$ cat src/verilog/csc_cfg.svh
// offsets, bit positions, reset values and counts of the clock source select block
`ifndef CSC_CFG_SVH
`define CSC_CFG_SVH
// ****************************************
// register indexes (byte address = 4 x index)
// ****************************************
`define CSC_IDX_MULT 6'h00
`define CSC_IDX_REFDIV 6'h01
`define CSC_IDX_SRC_SEL 6'h05
`define CSC_IDX_PLLCTL 6'h06
`define CSC_IDX_STATUS 6'h08
// ****************************************
// clock_source_select fields
// ****************************************
`define CSC_B_SYNTH_SEL 7
`define CSC_B_PSEUDO 6
`define CSC_B_SYS_WAI 5
`define CSC_B_LOW_AMP 4
`define CSC_B_SYN_WAI 3
`define CSC_B_CORE_WAI 2
`define CSC_B_TICK_WAI 1
`define CSC_B_WD_WAI 0
// ****************************************
// pll control and status fields
// ****************************************
`define CSC_B_PLL_ON 6
`define CSC_B_AUTO 5
`define CSC_B_WIDE 4
`define CSC_B_ST_LOCK 0
`define CSC_B_ST_TRACK 1
`define CSC_B_ST_WAIT 2
`define CSC_B_ST_STOP 3
`define CSC_B_ST_SELF 4
// ****************************************
// reset values and counts
// ****************************************
`define CSC_RST_SRC_SEL 8'h00
`define CSC_RST_PLLCTL 8'h60
`define CSC_RST_MULT 6'h00
`define CSC_RST_REFDIV 4'h0
`define CSC_BUS_DIV 2
// output flops at reset: oscillator, system, core, tick and watchdog running, auto bandwidth on
`define CSC_RST_OUTS 13'h0ab4
`endif

$ cat src/verilog/csc_pkg.sv
// types of the clock source select block
package csc_pkg;
    typedef enum logic [1:0] {CSC_RUN, CSC_WAIT, CSC_STOP} csc_mode_e;
endpackage

$ cat src/verilog/csc_clock_select.sv
// clock source select register, wait/stop policy and wishbone slave
//
// Added by the designer: the Wishbone slave port.
`timescale 1ns/1ns
`include "csc_cfg.svh"
module csc_clock_select #(
    parameter int ADR_W = 8,
    parameter bit LOW_AMP_AVAIL = 1'b1
) (
    input wire logic i_clk,
    input wire logic i_rst,
    input wire logic i_wb_cyc,
    input wire logic i_wb_stb,
    input wire logic i_wb_we,
    input wire logic [ADR_W-1:0] i_wb_adr,
    input wire logic [3:0] i_wb_sel,
    input wire logic [31:0] i_wb_dat,
    output logic o_wb_ack,
    output logic [31:0] o_wb_dat,
    input wire logic i_pll_lock,
    input wire logic i_pll_track,
    input wire logic i_self_clock,
    input wire logic i_special_mode,
    input wire logic i_wait_req,
    input wire logic i_stop_req,
    output logic o_synth_clock_choose,
    output logic o_bus_clk_en,
    output logic o_osc_enable,
    output logic o_osc_low_amplitude,
    output logic o_system_clocks_run,
    output logic o_core_clock_run,
    output logic o_synth_powerdown,
    output logic o_auto_bandwidth,
    output logic o_wide_bandwidth,
    output logic o_tick_run,
    output logic o_tick_div_reset,
    output logic o_watchdog_run,
    output logic o_watchdog_div_reset,
    output logic [5:0] o_multiplier,
    output logic [3:0] o_ref_divider
);
    // ****************************************
    // pin synchronisers
    // ****************************************
    logic [3:0] pin_raw;
    logic [3:0] pin_meta;
    logic [3:0] pin_sync;
    assign pin_raw = {i_special_mode, i_self_clock, i_pll_track, i_pll_lock};
    genvar gi;
    generate
        for (gi = 0; gi < 4; gi++) begin : g_sync
            always_ff @(posedge i_clk or posedge i_rst) begin
                if (i_rst) begin
                    pin_meta[gi] <= 1'b0;
                    pin_sync[gi] <= 1'b0;
                end else begin
                    pin_meta[gi] <= pin_raw[gi];
                    pin_sync[gi] <= pin_meta[gi];
                end
            end
        end
    endgenerate
    logic lock_s;
    logic track_s;
    logic self_s;
    logic special_s;
    assign lock_s = pin_sync[0];
    assign track_s = pin_sync[1];
    assign self_s = pin_sync[2];
    assign special_s = pin_sync[3];
    // ****************************************
    // register state
    // ****************************************
    logic [7:0] clock_source_select;
    logic [7:0] next_clock_source_select;
    logic [7:0] pllctl;
    logic [7:0] next_pllctl;
    logic [5:0] mult;
    logic [5:0] next_mult;
    logic [3:0] refdiv;
    logic [3:0] next_refdiv;
    logic wd_written;
    logic next_wd_written;
    logic self_prev;
    logic next_self_prev;
    csc_pkg::csc_mode_e mode;
    csc_pkg::csc_mode_e next_mode;
    logic ack;
    logic next_ack;
    logic [31:0] rdat;
    logic [31:0] next_rdat;
    logic [5:0] idx;
    logic wr;
    logic wr_src_sel;
    logic wr_mult;
    logic pll_stable;
    logic wait_entry;
    logic stop_entry;
    logic self_entry;
    assign idx = i_wb_adr[7:2];
    // write lands at the edge where ack is sampled
    assign wr = i_wb_cyc & i_wb_stb & i_wb_we & ack & i_wb_sel[0];
    assign wr_src_sel = wr & (idx == `CSC_IDX_SRC_SEL);
    assign wr_mult = wr & (idx == `CSC_IDX_MULT);
    assign pll_stable = pllctl[`CSC_B_AUTO] ? lock_s : track_s;
    assign wait_entry = (mode == csc_pkg::CSC_RUN) & i_wait_req & ~i_stop_req;
    assign stop_entry = (mode == csc_pkg::CSC_RUN) & i_stop_req;
    assign self_entry = self_s & ~self_prev;
    always_comb begin
        next_clock_source_select = clock_source_select;
        next_pllctl = pllctl;
        next_mult = mult;
        next_refdiv = refdiv;
        next_wd_written = wd_written;
        next_self_prev = self_s;
        if (wr_src_sel) begin
            next_clock_source_select[6:1] = i_wb_dat[6:1];
            if (special_s || !wd_written) begin
                next_clock_source_select[`CSC_B_WD_WAI] = i_wb_dat[`CSC_B_WD_WAI];
                next_wd_written = 1'b1;
            end
            if (!i_wb_dat[`CSC_B_SYNTH_SEL] || pll_stable) begin
                next_clock_source_select[`CSC_B_SYNTH_SEL] = i_wb_dat[`CSC_B_SYNTH_SEL];
            end
        end
        if (self_entry || stop_entry || (wait_entry && clock_source_select[`CSC_B_SYN_WAI])) begin
            next_clock_source_select[`CSC_B_SYNTH_SEL] = 1'b0;
        end
        if (wr && idx == `CSC_IDX_PLLCTL) begin
            next_pllctl[`CSC_B_WIDE] = i_wb_dat[`CSC_B_WIDE];
            // pll on cannot change under a live selection
            if (!clock_source_select[`CSC_B_SYNTH_SEL]) begin
                next_pllctl[`CSC_B_PLL_ON] = i_wb_dat[`CSC_B_PLL_ON];
            end
            next_pllctl[`CSC_B_AUTO] = i_wb_dat[`CSC_B_AUTO];
        end
        if (next_clock_source_select[`CSC_B_SYN_WAI]) begin
            next_pllctl[`CSC_B_AUTO] = 1'b1;
        end
        if (wr_mult && !clock_source_select[`CSC_B_SYNTH_SEL]) begin
            next_mult = i_wb_dat[5:0];
        end
        if (wr && idx == `CSC_IDX_REFDIV && !clock_source_select[`CSC_B_SYNTH_SEL]) begin
            next_refdiv = i_wb_dat[3:0];
        end
    end
    always_ff @(posedge i_clk or posedge i_rst) begin
        if (i_rst) begin
            clock_source_select <= `CSC_RST_SRC_SEL;
            pllctl <= `CSC_RST_PLLCTL;
            mult <= `CSC_RST_MULT;
            refdiv <= `CSC_RST_REFDIV;
            wd_written <= 1'b0;
            self_prev <= 1'b0;
        end else begin
            clock_source_select <= next_clock_source_select;
            pllctl <= next_pllctl;
            mult <= next_mult;
            refdiv <= next_refdiv;
            wd_written <= next_wd_written;
            self_prev <= next_self_prev;
        end
    end
    // ****************************************
    // wishbone slave
    // ****************************************
    always_comb begin
        next_ack = i_wb_cyc & i_wb_stb & ~ack;
        next_rdat = 32'h0000_0000;
        unique case (idx)
            `CSC_IDX_SRC_SEL: next_rdat[7:0] = clock_source_select;
            `CSC_IDX_MULT: next_rdat[5:0] = mult;
            `CSC_IDX_REFDIV: next_rdat[3:0] = refdiv;
            `CSC_IDX_PLLCTL: next_rdat[7:0] = pllctl & 8'h70;
            `CSC_IDX_STATUS: next_rdat[4:0] = {self_s, mode == csc_pkg::CSC_STOP,
                                              mode == csc_pkg::CSC_WAIT, track_s, lock_s};
            default: next_rdat = 32'h0000_0000;
        endcase
    end

    always_ff @(posedge i_clk or posedge i_rst) begin
        if (i_rst) begin
            ack <= 1'b0;
            rdat <= 32'h0000_0000;
        end else begin
            ack <= next_ack;
            rdat <= next_rdat;
        end
    end
    assign o_wb_ack = ack;
    assign o_wb_dat = rdat;
    // ****************************************
    // low power modes and clock policy
    // ****************************************
    logic bus_phase;
    logic next_bus_phase;
    logic [12:0] outs;
    logic [12:0] next_outs;
    logic in_wait;
    logic in_stop;
    logic sys_run;
    assign in_wait = (mode == csc_pkg::CSC_WAIT);
    assign in_stop = (mode == csc_pkg::CSC_STOP);
    assign sys_run = ~in_stop & ~(in_wait & clock_source_select[`CSC_B_SYS_WAI]);
    always_comb begin
        next_mode = mode;
        unique case (mode)
            csc_pkg::CSC_RUN: begin
                if (i_stop_req) begin
                    next_mode = csc_pkg::CSC_STOP;
                end else if (i_wait_req) begin
                    next_mode = csc_pkg::CSC_WAIT;
                end
            end
            csc_pkg::CSC_WAIT: begin
                if (!i_wait_req) begin
                    next_mode = csc_pkg::CSC_RUN;
                end
            end
            csc_pkg::CSC_STOP: begin
                if (!i_stop_req) begin
                    next_mode = csc_pkg::CSC_RUN;
                end
            end
        endcase
        // bus clock is the source halved
        next_bus_phase = sys_run ? ~bus_phase : 1'b0;
        next_outs[0] = clock_source_select[`CSC_B_SYNTH_SEL];
        next_outs[1] = sys_run & bus_phase;
        // oscillator off in stop unless pseudo-halt
        next_outs[2] = ~in_stop | clock_source_select[`CSC_B_PSEUDO];
        next_outs[3] = LOW_AMP_AVAIL & ((in_wait & clock_source_select[`CSC_B_LOW_AMP]) |
                                        (in_stop & clock_source_select[`CSC_B_PSEUDO]));
        next_outs[4] = sys_run;
        next_outs[5] = ~in_stop & ~(in_wait & clock_source_select[`CSC_B_CORE_WAI]);
        // pll powered down, pll on bit untouched
        next_outs[6] = ~pllctl[`CSC_B_PLL_ON] | in_stop | (in_wait & clock_source_select[`CSC_B_SYN_WAI]);
        next_outs[7] = pllctl[`CSC_B_AUTO];
        next_outs[8] = pllctl[`CSC_B_AUTO] ? ~track_s : pllctl[`CSC_B_WIDE];
        // tick halts and resets on wait when CSC_B_TICK_WAI is set
        next_outs[9] = ~in_stop & ~(in_wait & clock_source_select[`CSC_B_TICK_WAI]);
        next_outs[10] = wait_entry & clock_source_select[`CSC_B_TICK_WAI];
        // watchdog halts and resets on wait when CSC_B_WD_WAI is set
        next_outs[11] = ~in_stop & ~(in_wait & clock_source_select[`CSC_B_WD_WAI]);
        next_outs[12] = wait_entry & clock_source_select[`CSC_B_WD_WAI];
    end
    always_ff @(posedge i_clk or posedge i_rst) begin
        if (i_rst) begin
            mode <= csc_pkg::CSC_RUN;
            bus_phase <= 1'b0;
            outs <= `CSC_RST_OUTS;
        end else begin
            mode <= next_mode;
            bus_phase <= next_bus_phase;
            outs <= next_outs;
        end
    end
    // pll on resets high so the pll does not start powered down
    assign o_synth_clock_choose = outs[0];
    assign o_bus_clk_en = outs[1];
    assign o_osc_enable = outs[2];
    assign o_osc_low_amplitude = outs[3];
    assign o_system_clocks_run = outs[4];
    assign o_core_clock_run = outs[5];
    assign o_synth_powerdown = outs[6];
    assign o_auto_bandwidth = outs[7];
    assign o_wide_bandwidth = outs[8];
    assign o_tick_run = outs[9];
    assign o_tick_div_reset = outs[10];
    assign o_watchdog_run = outs[11];
    assign o_watchdog_div_reset = outs[12];
    assign o_multiplier = mult;
    assign o_ref_divider = refdiv;
endmodule // csc_clock_select

$ cat config.mk
export PLATFORM = sky130hd
export DESIGN_NAME = csc_clock_select
export DESIGN_NICKNAME = d
export VERILOG_FILES = /design/src/verilog/csc_pkg.sv /design/src/verilog/csc_clock_select.sv
export VERILOG_INCLUDE_DIRS = /design/src /design/src/verilog
export SDC_FILE = /design/constraint.sdc
export NUM_CORES = 1
export LEC_CHECK = 0
export BUFFER_PORTS_ARGS = -buffer_cell sky130_fd_sc_hd__buf_4
export CORE_MARGIN = 10
export CORE_UTILIZATION = 35
export DETAILED_ROUTE_END_ITERATION = 7
export GPL_TIMING_DRIVEN = 0
export PLACE_DENSITY = 0.75
export SLEW_MARGIN = 20
export SYNTH_ARGS = -nofsm -noshare
export SYNTH_HDL_FRONTEND = slang
export SYNTH_SLANG_ARGS = --single-unit
$ cat constraint.sdc
create_clock -name i_clk -period 1.75 [get_ports i_clk]
set_input_delay 0.2625 -clock i_clk [delete_from_list [all_inputs] [get_ports i_clk]]
set_output_delay 0.2625 -clock i_clk [all_outputs]
set_load 0.1 [all_outputs]
==> metrics.csv <==
stage,metric,value,unit
floorplanning,die-width,102.2,um
placement,hpwl,4421,um
detailed_routing,initialDrtViolationCount,131,
clocking,cts_buffers,5,
final_layout,drive_above_1_share,45.45,%
final_layout,synthToLayoutAreaGrowth,31.82,%
clocking,htreeDepth,2,
floorplanning,io_pins,111,
global_routing,grt_max_degree,37,
sta,slew_viol_final,0,
synth,ys_seq_elements,56,
sta,setup_ws,0.07579,ns
setup_path,end_kind,flip-flop,
placement,gp_congestion,0.8624,
power_and_ir_drop,ir_worst_vdd,0.0005169,V
placement,dp_worst_setup_slack,-0.2241,ns
final_layout,antenna_cells,0,
global_routing,grt_overflow,0,
clocking,clk_latency,0.31,ns
sta,hold_slack,0.05847,ns
sta,rsz0062_at_grt,no,
detailed_routing,drc,2,
power_and_ir_drop,cellPowerDensity,1103,mW/mm2
floorplanning,die_h,102.2,um
clocking,cts_root_buffer,clkbuf_8,
clocking,cts.path.max_buffers,2,
floorplanning,design.die.area,0.01045,mm2
clocking,cts_setup_buffers,0,
final_layout,fillerInstances,585,
synth,synth_edf_count,0,
outcome,outcome,"finished, violations left",
clocking,cts_tree,done,
global_routing,grt_use_total,10.79,%
floorplanning,rows,29,
floorplanning,start_util,36.65,%
final_layout,multi_input_area,828.3,um2
setup_path,arrival,1.86,ns
synth,syn_area_per_cell,12.80,um2
floorplanning,core,0.006459,mm2
synth,netlist_instances,185,
placement,dpl_cell_area,0.003017,mm2
worst_hold_path,hold_path.class,primary input to flip-flop,
flow_run,maxCapViolCount,0,
global_routing,grt_pass1_wl,8859,um
setup_path,cp_max_fo,7,
sta,min_period_over_period,95.67,%
global_routing,grt_pass1_vias,1721,
sta,fmax,597.3,MHz
setup_path,start_kind,primary input,
sta,setup_viol,0,
detailed_routing,vias,1598,
detailed_routing,ant_nets,0,
sta,skew,0.01169,ns
setup_path,setup.worst_path.class,primary input to flip-flop,
global_routing,antenna_found_initial,0,
synth,ys_seq_area_share,59.62,%
clocking,cts.sink_count,56,
sta,min_period,1.674,ns
detailed_routing,wire_per_inst,15.91,um
final_layout,layout_commonest_cell,buf_4,
detailed_routing,drt_first_pass_iters,8,
clocking,clkTransAtPathRegs,0.09,ns
synth,async_flop_share,100.0,%
detailed_routing,routed_via_density,4.540,
final_layout,design_area,0.003120,mm2
synth,ys.flop_type,dfrtp_1,
sta,hold_viol,0,
synth,synth_area,0.002367,mm2
power_and_ir_drop,p_leak,1.675,nW
detailed_routing,drt-total-wl,5601,um
outcome,violations,design-rule violations,
placement,port_buffers,57,
final_layout,final_cell_mix,"81 x buf_4, 47 x dfrtp_1, 24 x conb_1",
synth,synth_cell_type_count,34,
final_layout,layout.nets,332,
final_layout,seq_area,0.001413,mm2
setup_path,crit_required,1.94,ns
synth,yosysWarnings,0,
[stage by stage]
step / total power, mW / TNS, ns / utilization [%] / instances
5_1_grt: 3.586 / 0 / 48.31 / 352
6_report: 3.442 / 0 / 48.31 / 352
3_3_place_gp: 2.717 / -24.27 / 46.40 / 342
4_1_cts: 3.469 / 0 / 48.31 / 352
2_1_floorplan: 2.507 / -0.04499 / - / 208
3_5_place_dp: 2.750 / -1.637 / 46.71 / 343
[state kept, by name, indices dropped and copies added, names as in the netlist, 2 cells and up]
| name | flops |
|---|---|
| o_ref_divider | 4 |
| outs | 13 |
| clock_source_select | 8 |
| o_wb_dat | 8 |
| o_multiplier | 6 |
| pin_meta | 4 |
| pllctl | 3 |
| mode | 2 |
[per-layer routing]
layer  vias up  global-route usage [%]  share of wire (%)
met5         -                       0                  0
met4         0                   2.928               0.95
li1        758                       -                  -
met1       754                   13.58                 44
met2        78                   17.19                 47
met3         8                   3.846                7.8
[power by group]
part | switching, mW | internal [mW]
combinational | 0.958 | 0.275
sequential | 0.0537 | 1.44
clock | 0.391 | 0.322
total | 1.40 | 2.04
[Yosys cell counts, drive strengths merged, types with 3 or more instances]
library cell   n  share of area [%]
a21oi          8                1.7
a222oi         6                2.5
and2           3               0.79
and3           4                1.1
buf           24                7.6
clkbuf         4               0.63
dfrtp         48                 51
dfstp          8                8.9
ha             3                1.6
inv            7                1.1
mux2          18                9.5
nand2         18                3.2
nand2b         4                1.1
nor2           5               0.79
nor2b          6                1.7
[path summary, 6_finish.rpt]
path / to / cells past startpoint / start / slack (ns)
min reg2reg: next_self_prev / 0 / pin_meta[2] / 0.36
max in group asynchronous: pllctl[6] / 4 / i_rst / 0.62
max: o_multiplier[0] / 5 / i_wb_adr[7] / 0.08
min in group asynchronous: outs[1] / 3 / i_rst / 0.52
min: pin_meta[0] / 1 / i_pll_lock / 0.06
max reg2reg: clock_source_select[0] / 5 / o_wb_ack / 0.20
[final cells by class]
type	instances	area share (%)
Clock buffer	7	2.767
Clock inverter	1	0.2406
Inverter	7	0.8420
Sequential cell	56	45.27
Multi-Input combinational cell	117	26.54
Tap cell	77	3.087
Buffer	28	6.576
Timing Repair Buffer	59	14.68
[cell families (layout without fill, tap and decap cells)]
kind of cell	count (synthesis)	count (layout)	share of synthesized area, %
DFF	56	56	59.62
and+or+nand+nor	49	49	12.16
buffers and inverters	35	102	9.355
AOI/OAI and AO/OA	21	21	6.766
muxes	20	20	10.36
adders and majority gates	3	3	1.586
other	1	24	0.1584
[timing repair]
action / in CTS / in global routing
hold endpoints to repair: 17 / 0
gates resized for setup: 0 / 0
hold buffers: 1 / 0
[worst max-delay path: stages]
cell	delay [ns]
buf_4	0.12
or4_4	0.56
nor3_4	0.38
nand2_4	0.19
mux2_4	0.33
Power figures use the tool's default switching activity.
